File: src/design/dsc_pkg.sv
// Constants and types for the debug serial command port
`default_nettype none
package dsc_pkg;
    localparam int          XFER_BITS      = 17;
    localparam logic [4:0]  BIT_CNT_INIT   = 5'h11;
    localparam logic [16:0] RESP_NOT_READY = 17'h1_0000;
    localparam logic [16:0] RESP_BUS_ERR   = 17'h1_0001;
    localparam logic [16:0] RESP_ILLEGAL   = 17'h1_FFFF;
    localparam logic [16:0] RESP_COMPLETE  = 17'h0_FFFF;

    localparam logic [7:0]  ADDR_CTRL      = 8'h00;
    localparam logic [7:0]  ADDR_STATUS    = 8'h04;
    localparam logic [7:0]  ADDR_RX        = 8'h08;
    localparam logic [7:0]  ADDR_RESP      = 8'h0C;
    localparam logic [7:0]  ADDR_CMD       = 8'h10;
    localparam logic        CTRL_RESET     = 1'h1;

    localparam logic [1:0]  KIND_DATA      = 2'h0;
    localparam logic [1:0]  KIND_COMPLETE  = 2'h1;
    localparam logic [1:0]  KIND_BUS_ERR   = 2'h2;
    localparam logic [1:0]  KIND_ILLEGAL   = 2'h3;

    localparam logic [1:0]  SIZE_BYTE      = 2'h0;
    localparam logic [1:0]  SIZE_WORD      = 2'h1;
    localparam logic [1:0]  SIZE_LONG      = 2'h2;
    localparam logic [1:0]  SIZE_RSVD      = 2'h3;

    typedef enum logic [1:0] {
        ST_WAIT = 2'b01,
        ST_STEP = 2'b10
    } dsc_state_t;

    typedef struct packed {
        logic [5:0] opcode;
        logic       zero9;
        logic       dir_read;
        logic [1:0] size;
        logic [1:0] zero54;
        logic       addr_class;
        logic [2:0] regnum;
    } dsc_cmd_t;
endpackage
`default_nettype wire

File: src/design/dsc_port.sv
// Debug serial command port with APB register access for the core side
//
// Behaviour
// Status clear: valid data; FFFF means complete
// Not ready: status set, data 0000
// Bus error 0001, illegal FFFF, status set
// Serial clock and input pass two flops
// Synced rising edge: shift in, decrement count
// Output shifter advances right after edge
// Count zero: latch word, preload not ready
// Latched word releases core; core overwrites response
// Written response drives serial output at once; here it is held until a running transfer ends and the clock stands high
// Master may start on output change, timeout
// Response load never disturbs running transfer
// Master requests breakpoint by driving request low; this port does not detect it
// Master leaves serial clock high after transfer
// Clock idles high, pulses low per bit
// Forced entry held in latch until clock; this port has no such latch
// Command fields: opcode, direction, size, class, register
// Direction one means device to master
// Size 00 byte, 01 word, 10 long
// Class bit one selects address register
// Extension words follow, most significant first
// Command transfer returns previous command's last result
// Next transfer returns not ready or illegal
// Each transfer is seventeen bits
// MSB first, changed after fall, latched rising
// Master sends status bit clear, ignored here
`default_nettype none
module dsc_port (
    input  wire logic        REF_CLK_I,
    input  wire logic        RESET_I,
    input  wire logic        PSEL_I,
    input  wire logic        PENABLE_I,
    input  wire logic        PWRITE_I,
    input  wire logic [7:0]  PADDR_I,
    input  wire logic [31:0] PWDATA_I,
    output logic      [31:0] PRDATA_O,
    output logic             PREADY_O,
    output logic             PSLVERR_O,
    input  wire logic        DEBUG_SERIAL_CLOCK_I,
    input  wire logic        DEBUG_SERIAL_IN_I,
    output logic             DEBUG_SERIAL_OUT_O,
    output logic             WORD_READY_O
);
    logic                clk_s1;
    logic                clk_s2;
    logic                clk_s3;
    logic                din_s1;
    logic                din_s2;
    logic                rise;
    dsc_pkg::dsc_state_t state;
    dsc_pkg::dsc_state_t next_state;
    logic [4:0]          bit_cnt;
    logic [4:0]          next_bit_cnt;
    logic [16:0]         in_sr;
    logic [16:0]         next_in_sr;
    logic [16:0]         out_sr;
    logic [16:0]         next_out_sr;
    logic [16:0]         rx_word;
    logic [16:0]         next_rx_word;
    logic                rx_valid;
    logic                next_rx_valid;
    logic [16:0]         pend_resp;
    logic [16:0]         next_pend_resp;
    logic                pend_valid;
    logic                next_pend_valid;
    logic                enable;
    logic                next_enable;
    logic                apply;
    logic                apb_wr;
    logic                apb_rd_rx;
    logic                apb_setup;
    logic [31:0]         rdata;
    logic [31:0]         next_rdata;
    logic                slverr;
    logic                next_slverr;
    logic [16:0]         wr_resp;
    dsc_pkg::dsc_cmd_t   cmd;
    logic                fmt_err;
    logic [1:0]          operand_words;

    // Synchronisers; first stage feeds only the second
    always_ff @(posedge REF_CLK_I)
    begin
        if (RESET_I)
        begin
            clk_s1 <= 1'b1;
            clk_s2 <= 1'b1;
            clk_s3 <= 1'b1;
            din_s1 <= 1'b0;
            din_s2 <= 1'b0;
        end
        else
        begin
            clk_s1 <= DEBUG_SERIAL_CLOCK_I;
            clk_s2 <= clk_s1;
            clk_s3 <= clk_s2;
            din_s1 <= DEBUG_SERIAL_IN_I;
            din_s2 <= din_s1;
        end
    end

    assign rise = clk_s2 & ~clk_s3;

    assign apb_setup = PSEL_I & ~PENABLE_I;
    assign apb_wr    = PSEL_I & PENABLE_I & PWRITE_I;
    assign apb_rd_rx = PSEL_I & PENABLE_I & ~PWRITE_I & (PADDR_I == dsc_pkg::ADDR_RX);

    // Canned responses spare software from building status codes
    always_comb
    begin
        case (PWDATA_I[1:0])
            dsc_pkg::KIND_DATA:     wr_resp = {1'b0, PWDATA_I[31:16]};
            dsc_pkg::KIND_COMPLETE: wr_resp = dsc_pkg::RESP_COMPLETE;
            dsc_pkg::KIND_BUS_ERR:  wr_resp = dsc_pkg::RESP_BUS_ERR;
            dsc_pkg::KIND_ILLEGAL:  wr_resp = dsc_pkg::RESP_ILLEGAL;
            default:                wr_resp = dsc_pkg::RESP_NOT_READY;
        endcase
    end

    // Response only lands while the clock has stood high, never mid-shift;
    // a pin rise still in the synchroniser would otherwise split bit 16
    assign apply = pend_valid && (state == dsc_pkg::ST_WAIT)
                   && (bit_cnt == dsc_pkg::BIT_CNT_INIT) && clk_s2 && clk_s3;

    always_comb
    begin
        next_state      = state;
        next_bit_cnt    = bit_cnt;
        next_in_sr      = in_sr;
        next_out_sr     = out_sr;
        next_rx_word    = rx_word;
        next_rx_valid   = rx_valid;
        next_pend_resp  = pend_resp;
        next_pend_valid = pend_valid;
        next_enable     = enable;
        if (apb_rd_rx)
            next_rx_valid = 1'b0;
        if (apply)
        begin
            next_out_sr     = pend_resp;
            next_pend_valid = 1'b0;
        end
        if (apb_wr && PADDR_I == dsc_pkg::ADDR_RESP)
        begin
            next_pend_resp  = wr_resp;
            next_pend_valid = 1'b1;
        end
        if (apb_wr && PADDR_I == dsc_pkg::ADDR_CTRL)
            next_enable = PWDATA_I[0];
        case (state)
            dsc_pkg::ST_WAIT:
            begin
                if (!enable)
                    next_bit_cnt = dsc_pkg::BIT_CNT_INIT;
                else if (rise)
                begin
                    next_in_sr   = {in_sr[15:0], din_s2};
                    next_bit_cnt = bit_cnt - 5'h1;
                    next_state   = dsc_pkg::ST_STEP;
                end
            end
            dsc_pkg::ST_STEP:
            begin
                next_out_sr = {out_sr[15:0], 1'b0};
                if (bit_cnt == 5'h0)
                begin
                    next_rx_word  = in_sr;
                    next_rx_valid = 1'b1;
                    next_out_sr   = dsc_pkg::RESP_NOT_READY;
                    next_bit_cnt  = dsc_pkg::BIT_CNT_INIT;
                end
                next_state = dsc_pkg::ST_WAIT;
            end
            default:
            begin
                next_state   = dsc_pkg::ST_WAIT;
                next_bit_cnt = dsc_pkg::BIT_CNT_INIT;
            end
        endcase
    end

    always_ff @(posedge REF_CLK_I)
    begin
        if (RESET_I)
        begin
            state      <= dsc_pkg::ST_WAIT;
            bit_cnt    <= dsc_pkg::BIT_CNT_INIT;
            in_sr      <= 17'h0_0000;
            out_sr     <= dsc_pkg::RESP_NOT_READY;
            rx_word    <= 17'h0_0000;
            rx_valid   <= 1'b0;
            pend_resp  <= 17'h0_0000;
            pend_valid <= 1'b0;
            enable     <= dsc_pkg::CTRL_RESET;
        end
        else
        begin
            state      <= next_state;
            bit_cnt    <= next_bit_cnt;
            in_sr      <= next_in_sr;
            out_sr     <= next_out_sr;
            rx_word    <= next_rx_word;
            rx_valid   <= next_rx_valid;
            pend_resp  <= next_pend_resp;
            pend_valid <= next_pend_valid;
            enable     <= next_enable;
        end
    end

    // Decode of the last word; status/control bit is not looked at
    assign cmd     = dsc_pkg::dsc_cmd_t'(rx_word[15:0]);
    assign fmt_err = cmd.zero9 | (|cmd.zero54) | (cmd.size == dsc_pkg::SIZE_RSVD);
    assign operand_words = (cmd.size == dsc_pkg::SIZE_LONG) ? 2'h2 : 2'h1;

    always_comb
    begin
        next_rdata  = rdata;
        next_slverr = 1'b0;
        if (apb_setup)
        begin
            next_rdata = 32'h0000_0000;
            case (PADDR_I)
                dsc_pkg::ADDR_CTRL:   next_rdata[0] = enable;
                dsc_pkg::ADDR_STATUS: next_rdata[8:0] = {bit_cnt, 1'b0, pend_valid,
                                                         (bit_cnt != dsc_pkg::BIT_CNT_INIT),
                                                         rx_valid};
                dsc_pkg::ADDR_RX:     next_rdata[16:0] = rx_word;
                dsc_pkg::ADDR_RESP:   next_rdata[16:0] = pend_resp;
                dsc_pkg::ADDR_CMD:    next_rdata[18:0] = {operand_words, fmt_err,
                                                          cmd.regnum, cmd.addr_class,
                                                          1'b0, cmd.size, cmd.dir_read,
                                                          2'h0, cmd.opcode};
                default:              next_slverr = 1'b1;
            endcase
        end
        else if (PSEL_I)
            next_slverr = slverr;
    end

    always_ff @(posedge REF_CLK_I)
    begin
        if (RESET_I)
        begin
            rdata  <= 32'h0000_0000;
            slverr <= 1'b0;
        end
        else
        begin
            rdata  <= next_rdata;
            slverr <= next_slverr;
        end
    end

    assign PRDATA_O           = rdata;
    assign PREADY_O           = 1'b1;
    assign PSLVERR_O          = slverr & PSEL_I & PENABLE_I;
    assign DEBUG_SERIAL_OUT_O = out_sr[16];
    assign WORD_READY_O       = rx_valid;
endmodule // dsc_port
`default_nettype wire

File: config.mk
export PLATFORM = sky130hd
export DESIGN_NAME = dsc_port
export DESIGN_NICKNAME = d
export VERILOG_FILES = /design/src/design/dsc_pkg.sv /design/src/design/dsc_port.sv
export SDC_FILE = /design/constraint.sdc
export NUM_CORES = 1
export LEC_CHECK = 0
export BUFFER_PORTS_ARGS = -buffer_cell sky130_fd_sc_hd__buf_2
export CAP_MARGIN = 20
export CORE_ASPECT_RATIO = 2
export CORE_MARGIN = 10
export CORE_UTILIZATION = 55
export CTS_CLUSTER_DIAMETER = 40
export CTS_CLUSTER_SIZE = 30
export DETAILED_ROUTE_END_ITERATION = 10
export PLACE_DENSITY = 0.79
export SKIP_CTS_REPAIR_TIMING = 1
export SLEW_MARGIN = 20
export SYNTH_ARGS = -nofsm -noshare
export SYNTH_HDL_FRONTEND = slang
export SYNTH_SLANG_ARGS = --single-unit
File: constraint.sdc
create_clock -name REF_CLK_I -period 2.4 [get_ports REF_CLK_I]
set_input_delay 0 -clock REF_CLK_I [delete_from_list [all_inputs] [get_ports REF_CLK_I]]
set_output_delay 0 -clock REF_CLK_I [all_outputs]
set_load 0.01 [all_outputs]
Yosys cells after proc, flatten, opt, wreduce, memory -nomap -nowiden:

Index checks and enable logic that the tools add are counted.

* memory bits (read-only): 0
* memory bits (writable): 0
* register bits: 103
* output and inout bits: 36
* memories kept: 0
* bits in latches: 0
* word-level logic and storage cells: 86

* add/sub/neg operators: 1
* bitwise logic cells: 14
* shift-type cells: 0
* multipliers: 0
* equal/unequal tests: 16
* div/mod/pow operators: 0
* muxes and demuxes: 21
* magnitude comparators: 0
* reductions and logical operators: 18

Operators by type and width (number)
* one-hot mux 17 bit (4 select lines): 1
* 2-to-1 mux 17 bit: 3
* one-hot mux 8 bit (4 select lines): 1
* one-hot mux 8 bit (3 select lines): 1
* == test 8 x 4 -> 1 bit, second input constant: 2
* 2-to-1 mux 5 bit: 3
* == test 2 bit, second input constant: 5
* one-hot mux 5 bit (2 select lines): 1
* AND 1 bit: 8
* == test 8 x 3 -> 1 bit, second input constant: 1
* == test 8 x 5 -> 1 bit, second input constant: 1
* zero test 8 bit: 1
* 2-to-1 mux 1 bit: 8
* logical AND 1 bit: 6
* AND reduction 2 bit: 3
* == test 5 bit, second input constant: 1
* zero test 5 bit: 1
* inequality test 5 bit, second input constant: 1
* one-hot mux 1 bit (5 select lines): 1
* OR reduction 5 bit: 1
* subtractor 5 x 1 -> 5 bit, second input constant: 1
* == test 2 x 1 -> 1 bit, second input constant: 2
* 2-to-1 mux 2 bit: 2
* NOT 1 bit: 4
* 8 further kinds: 11

Longest topological paths before layout:

Gate-level depths: netlist of the first run.

* depth in word-level cells: 7
* depth in mapped cells: 8
* gate-level depth less buffers: 6

Worst setup path after synthesis of the first run:

No wires, ideal clock.

* kind: register to register
* start point: reg bit_cnt[0]
* end point: reg out_sr[15]
* stages on the path, launching flop included: 8
* buffers on the path: 1
* setup slack: 620 ps
* data arrival time: 1641 ps
* data required time: 2260 ps
* cell sequence: dfxtp_1 inv_1 ha_1 nor4b_2 nor2_1 clkbuf_1 a221oi_1 nor3_1

* longest elaborated chain between the ends: 5
* elaborated cells between the ends (all ways): 8
* classes of those cells: 1 x eq/ne; 2 x mux; 5 x reduce/logical

RTL lines
* start, declared: line dsc_port.sv:54 `logic [4:0] bit_cnt;`
* start signal, assigned: line dsc_port.sv:189 `bit_cnt <= dsc_pkg::BIT_CNT_INIT;`
* start signal, assigned: line dsc_port.sv:201 `bit_cnt <= next_bit_cnt;`
* == test 5 bit: line dsc_port.sv:125 `&& (bit_cnt == dsc_pkg::BIT_CNT_INIT) && clk_s2 && clk_s3;`
* logical AND 1 bit (3 in a row): line dsc_port.sv:125
* nonzero test 2 bit (no source line)
* end signal, assigned: line dsc_port.sv:191 `out_sr <= dsc_pkg::RESP_NOT_READY;`
* end signal, assigned: line dsc_port.sv:203 `out_sr <= next_out_sr;`
* end, declared: line dsc_port.sv:58 `logic [16:0] out_sr;`

Several ways; a longest one is shown, not always the timed one.
A chain may end at the register's enable or synchronous reset.

Final worst setup path of the first run:

* start point: reg bit_cnt[1]
* end point: reg out_sr[12]

The elaborated chain is that of the path after synthesis.

==> out/qor.txt, run 1 <==
FF-to-FF path depth: 6
First-pass GRT wire length: 19100 µm
Slew margin rel.: 0.401
GR Overflow Total: 0
Initial Utilization: 0.558
Crit path kind: register to register
Die width: 84.4 µm
Sequential area share after synthesis: 0.452
# fillers: 713
Most frequent cells in the layout: dfxtp_1 (103), nand2_1 (85), a21oi_1 (62), buf_2 (54), nor2_1 (51)
WL/cell: 18.0 µm
Mapped Avg Cell Area: 8.64 µm²
Worst VDD drop: 0.359 mV
First-pass DRT Iterations: 5
Initial DRC count: 257
Row count: 47
Core Util, Final: 0.628
Crit Path Max Fanout: 17
Gr usage total: 0.188
TritonCTS buffer count: 9
Max H-tree Level: 3
P per Cell Area: 669 mW/mm²
Post-DP HPWL: 9000 µm
Setup TNS: 0 ps
Clk buf depth: 2
Leakage: 1.92 nW
Die height: 149 µm
Top Ports: 83
Worst R2R Setup Slack: 530 ps
Final nets: 616
Synth cell types: 54
Synth Instances: 528
Worst r2r dst: out_sr[12]
Port bufs: 54
Hold Startpoint: PWDATA_I[17]
Root buf cell: clkbuf_16
Final Max Slew Viols: 0
Full die area: 0.0126 mm²
Ys async rst share: 0
Via count: 3940
Clk_lat worst skew: 350 ps
Final wirelength: 12000 µm
Worst Hold Depth: 3
Maximum clock frequency: 0.535 GHz
Startpoint types: register
Worst EP arrival: 2120 ps
Number of synthesized flops with an enable pin: 0
Crit end category: register
Multi-input gate area: 0.00221 mm²
Hold slack final: 10.9 ps
CTS tree: done
Sequential cell area: 0.00206 mm²
Most common library cell in the layout ignoring fill and taps: dfxtp_1
Gpl congestion: 0.990
Worst flop-to-flop path startpoint: bit_cnt[1]
Dominant synthesized flop cell: dfxtp_1
Detail Route Antenna Nets: 0
RSZ-0062 raised after global routing: no
Number of global-route vias before repair: 3950
Syn Std Cell Area: 0.00456 mm²
Remaining DRCs: 0
Hold crit path type: primary input to register
Clock skew: 4.77 ps
Ys Warns: 0
Pin count of the biggest net entering global routing: 47
Core area: 0.00817 mm²
Worst Path Required: 2660 ps
Fin crit period: 1870 ps
Worst-path clk slew: 70 ps
Worst Hold End: pend_resp[1]
Number of vias per cell: 5.89
Period Utilization, post-route: 0.778
Initial antenna violation count: 0
Least-Margin Pin Slew: 895 ps
Clock sinks: 103
Status: completed
Layout cell share with drive strength beyond 1: 0.194
Final setup fails: 0
Final Hold Fails: 0
P&R area growth vs syn: 12.5%
Number of synthesized register bits: 103
Number of diodes: 0
Max-cap violation count: 0
[critical path, stage by stage (launching register included)]
cell	delay [ps]
dfxtp_1	390
inv_1	100
ha_1	180
nand4bb_1	160
o31a_1	580
a221oi_1	110
nor3_1	250
[cell type report]
| cell class | instances | area share |
|---|---|---|
| Tap cell | 98 | 0.0239 |
| Multi-Input combinational cell | 377 | 0.431 |
| Sequential cell | 103 | 0.402 |
| Clock inverter | 6 | 0.0166 |
| Inverter | 8 | 0.00585 |
| Clock buffer | 10 | 0.0446 |
| Timing Repair Buffer | 67 | 0.0756 |
[power breakdown]
group,total [mW],switching (mW),internal (mW)
Sequential,1.72,0.00556,1.72
Clock,1.53,0.619,0.909
Combinational,0.182,0.122,0.0598
[synth_stat cells, types with 4 or more instances]
| library cell | count | share of area |
|---|---|---|
| buf_6 | 5 | 0.012 |
| a211oi_2 | 13 | 0.036 |
| nor3_1 | 21 | 0.023 |
| nor4_1 | 7 | 0.0096 |
| a221o_1 | 4 | 0.0088 |
| nor2b_1 | 5 | 0.0069 |
| clkbuf_1 | 25 | 0.021 |
| dfxtp_1 | 103 | 0.45 |
| mux2_2 | 7 | 0.017 |
| o22ai_1 | 5 | 0.0069 |
| buf_4 | 15 | 0.025 |
| a22oi_1 | 5 | 0.0082 |
| a21oi_1 | 62 | 0.068 |
| a22o_1 | 6 | 0.012 |
| nand2_1 | 85 | 0.070 |
| inv_1 | 8 | 0.0066 |
| o21ai_0 | 7 | 0.0077 |
| mux2i_1 | 14 | 0.031 |
| or2_2 | 5 | 0.0069 |
| a221oi_1 | 15 | 0.029 |
| nor2_1 | 51 | 0.042 |
| nand2b_1 | 7 | 0.0096 |
[worst max-delay path by stage]
| stage | from | end | slack [ps] |
|---|---|---|---|
| after global placement | bit_cnt[1] | out_sr[2] | 630 |
| after floorplan | bit_cnt[0] | out_sr[15] | 620 |
| after CTS | bit_cnt[1] | out_sr[12] | 540 |
| after global routing | bit_cnt[1] | out_sr[8] | 360 |
| after detailed placement | bit_cnt[1] | out_sr[15] | 590 |
| final | bit_cnt[1] | out_sr[12] | 530 |
[routing by layer]
| layer | GRT usage | share of wire | vias to the layer above |
|---|---|---|---|
| met5 | 0 | 0 | - |
| met4 | 0.132 | 0.053 | 0 |
| met3 | 0.0503 | 0.060 | 41 |
| met2 | 0.351 | 0.55 | 130 |
| met1 | 0.166 | 0.34 | 1859 |
| li1 | - | - | 1910 |
[sequential cells by signal, indices dropped and copies added, names as in the netlist, 2 cells and up]
register	cells
PRDATA_O	19
bit_cnt	5
in_sr	17
out_sr	17
pend_resp	17
rx_word	17
state	2
[cell families (layout without fill, tap and decap cells)]
group,Yosys count,count (layout),share of synthesized area
fa+ha+maj,3,3,0.00823
simple gates,203,203,0.208
xor+xnor,3,3,0.00576
flops,103,103,0.452
compound gates,133,133,0.204
mux,21,21,0.0480
other cells,2,14,0.00165
buf+inv,60,91,0.0722
[through the flow]
stage | std cells | setup slack [ps] | instance area (µm²) | total power [mW]
2_1_floorplan | 540 | 620 | 4600 | 1.90
3_3_place_gp | 650 | 629 | 4790 | 1.93
3_5_place_dp | 650 | 586 | 4790 | 1.94
4_1_cts | 666 | 536 | 5100 | 3.45
5_1_grt | 669 | 356 | 5130 | 3.52
6_report | 669 | 532 | 5130 | 3.43
No activity file was read; power rests on OpenSTA's default activity.
==> inputs of run 2 (changes only) <==
ABC_AREA = 1   (was default)
CORE_UTILIZATION = 56   (was 55)
PLACE_DENSITY = 0.8   (was 0.79)
clock period = 1.9 ns   (was 2.4 ns; I/O delays follow)
==> run 2 against run 1 <==
Against the previous run: first-iteration DRC count grew 13%; global-route usage grew 0.71 points; via count grew 11%; power grew 23%; clock power grew 16%; maximum frequency grew 8.4%; setup slack lost 350 ps; critical path type unchanged; the flow now finishes with violations (hold timing); wire length grew 6.1%.
==> out/qor.txt, run 2 <==
Final setup fails: 0 (unchanged)
Die height: 150 µm (was 149 µm)
Crit path top cell by count: inv_1
TritonCTS buffer count: 9 (unchanged)
Number of synthesized flops with an enable pin: 0 (unchanged)
Final wirelength: 12700 µm (was 12000 µm)
First-pass DRT Iterations: 6 (was 5)
Final Hold Fails: 4 (was 0)
Ys Warns: 0 (unchanged)
Core Util, Final: 0.638 (was 0.628)
Maximum clock frequency: 0.581 GHz (was 0.535 GHz)
Setup TNS: 0 ps (unchanged)
Layout cell share with drive strength beyond 1: 0.163 (was 0.194)
Gr usage total: 0.195 (was 0.188)
Most common library cell in the layout ignoring fill and taps: nand2_1 (was dfxtp_1)
Initial DRC count: 290 (was 257)
Post-place setup slack: 205 ps (was 586 ps)
Initial Utilization: 0.575 (was 0.558)
Largest family of logic cells by synthesized area: simple AND/OR/NAND/NOR gates (unchanged)
Largest cells by area after synthesis: dfxtp_1 (43%), nand2_1 (11%), o21ai_0 (7.8%) (was dfxtp_1 (45%), nand2_1 (7.0%), a21oi_1 (6.8%))
RSZ-0062 raised after global routing: no (unchanged)
Pin count of the biggest net entering global routing: 57 (was 47)
CP Cell Sequence: inv_1 > ha_1 > nand3_2 > nand2_2 > inv_1 > nand2_1 > a21oi_1 (was inv_1 > ha_1 > nand4bb_1 > o31a_1 > a221oi_1 > nor3_1)
Clk pwr share: 0.420 (was 0.445)
P per Cell Area: 798 mW/mm² (was 669 mW/mm²)
Hold crit path type: primary input to register (unchanged)
Final Max Slew Viols: 0 (unchanged)
Clk_lat worst skew: 350 ps (about the same)
Core area: 0.00829 mm² (was 0.00817 mm²)
Switch share: 0.240 (was 0.218)
Dominant synthesized flop cell: dfxtp_1 (unchanged)
Ys async rst share: 0 (unchanged)
Leakage: 2.40 nW (was 1.92 nW)
Net Switching: 1.01 mW (was 747 µW)
Mux cell area share after synthesis: 0 (was 0.0480)
Post-synthesis compound-gate area fraction: 0.169 (was 0.204)
CP startpoint: bit_cnt[0] (was bit_cnt[1])
Synth top area share: 0.433 (was 0.452)
Period Utilization, post-route: 0.907 (was 0.778)
Seq pwr share: 0.522 (was 0.502)
Crit end category: register (unchanged)
Post-DP HPWL: 9390 µm (was 9000 µm)
Row count: 47 (unchanged)
Remaining DRCs: 0 (unchanged)
First-pass GRT wire length: 20200 µm (was 19100 µm)
Final nets: 751 (was 616)
Status: complete, but fails checks (was completed)
Number of global-route vias before repair: 4241 (was 3950)
Worst-path clk slew: 70 ps (about the same)
WL/cell: 15.9 µm (was 18.0 µm)
Startpoint types: register (unchanged)
Hold Startpoint: RESET_I (was PWDATA_I[17])
Synth cell count leaders: nand2_1 (135), dfxtp_1 (103), nor2_1 (86) (was dfxtp_1 (103), nand2_1 (85), a21oi_1 (62))
Fraction of the mapped netlist area in simple logic gates: 0.274 (was 0.208)
Total Power: 4.22 mW (was 3.43 mW)
Cell taking the most area after synthesis: dfxtp_1 (unchanged)
Die width: 85.2 µm (was 84.4 µm)
Gpl congestion: 0.914 (was 0.990)
Mapped Avg Cell Area: 7.22 µm² (was 8.64 µm²)
Synth Instances: 660 (was 528)
Worst Path Required: 2170 ps (was 2660 ps)
Least-Margin Pin Slew: 604 ps (was 895 ps)
Port bufs: 54 (unchanged)
Worst VDD drop: 0.590 mV (was 0.359 mV)
Syn Std Cell Area: 0.00477 mm² (was 0.00456 mm²)
Clock skew: 8.05 ps (was 4.77 ps)
Synth Area in XOR/XNOR: 0.00368 (was 0.00576)
Crit path largest cell delay: 430 ps (was 580 ps)
Number of flip-flops under the largest register name: 19 (unchanged)
Dpl cells: 781 (was 650)
Hold slack final: -11.6 ps (was 10.9 ps)
Number of synthesized register bits: 103 (unchanged)
Via count: 4369 (was 3940)
Non-filler cells in the finished layout: 804 (was 669)
CTS tree: done (unchanged)
Clock sinks: 103 (unchanged)
Synth cell types: 34 (was 54)
Clk buf depth: 2 (unchanged)
Count leader, synth: nand2_1 (was dfxtp_1)
Synth Area in Adders: 0.00788 (was 0.00823)
Final worst slack: 177 ps (was 532 ps)
Worst EP arrival: 2000 ps (was 2120 ps)
Internal: 3.21 mW (was 2.69 mW)
Max H-tree Level: 3 (unchanged)
Most frequent cells in the layout: nand2_1 (135), dfxtp_1 (103), nor2_1 (86), o21ai_0 (74), buf_2 (54) (was dfxtp_1 (103), nand2_1 (85), a21oi_1 (62), buf_2 (54), nor2_1 (51))
Failing checks: hold timing
Crit path kind: register to register (unchanged)
Top Ports: 83 (unchanged)
Full die area: 0.0128 mm² (was 0.0126 mm²)
Number of diodes: 0 (unchanged)
Worst flop-to-flop path startpoint: bit_cnt[0] (was bit_cnt[1])
Fin crit period: 1720 ps (was 1870 ps)
Slew margin rel.: 0.596 (was 0.401)
Number of vias per cell: 5.43 (was 5.89)
Max-cap violation count: 0 (unchanged)
CP max stage cell: dfxtp_1 (was o31a_1)
Detail Route Antenna Nets: 0 (unchanged)
Combinational Power Share: 0.058 (was 0.053)
GR Overflow Total: 0 (unchanged)
Initial antenna violation count: 0 (unchanged)
Root buf cell: clkbuf_16 (unchanged)
Crit Path Max Fanout: 15 (was 17)
P&R area growth vs syn: 10.9% (was 12.5%)
Sequential area share after synthesis: 0.433 (was 0.452)
[run 2: worst max-delay path, delay by kind of cell, from the launching register on]
family          cells  cell delay [ps]
buf+inv             2              480
flops               1              430
simple gates        3              360
fa+ha+maj           1              220
compound gates      1              150
[run 2: worst paths after layout]
| path | endpoint | slack (ps) | depth (start not counted) |
|---|---|---|---|
| hold reg to reg | din_s2 | 400 | 2 |
| setup reg to reg | out_sr[1] | 180 | 7 |
| setup / recovery | out_sr[1] | 180 | 7 |
| hold / removal | bit_cnt[1] | -10 | 2 |
[run 2: stage by stage]
| stage | cell area (µm²) | hold slack (ps) |
|---|---|---|
| final | 5290 | -11.6 |
| after global routing | 5290 | 7.73 |
| after CTS | 5220 | -172 |
| after detailed placement | 4930 | 187 |
| after global placement | 4930 | 188 |
| after floorplan | 4810 | 104 |
[run 2: power by group through the flow]
stage | clock network [mW] | registers, mW | logic [mW]
floorplan | 0 | 2.25 | 0.178
global placement | 0 | 2.25 | 0.226
detailed placement | 0 | 2.25 | 0.232
CTS | 1.79 | 2.20 | 0.233
global route | 1.87 | 2.20 | 0.276
finish | 1.77 | 2.20 | 0.245
[run 2: area by class of cell]
class	instances	area (µm²)
Fill cell	727	3000
Multi-Input combinational cell	466	2220
Sequential cell	103	2060
Timing Repair Buffer	67	385
Clock buffer	10	239
Inverter	54	213
Tap cell	98	123
Clock inverter	6	47.5
[run 2: kinds of logic after synthesis]
| family | Yosys count |
|---|---|
| adders and majority gates | 3 |
| buffers and inverters | 103 |
| AOI/OAI and AO/OA | 153 |
| xor gates and xnor gates | 2 |
| and+or+nand+nor | 294 |
| other | 2 |
| DFF | 103 |
[run 2: per-layer routing]
layer / share of wire / GRT usage / vias to the layer above / wire, µm
met5: 0 / 0 / - / 0
met4: 0.034 / 0.0952 / 0 / 434
met3: 0.047 / 0.0433 / 32 / 597
met2: 0.56 / 0.377 / 136 / 7160
met1: 0.36 / 0.183 / 2031 / 4550
li1: - / - / 2170 / -
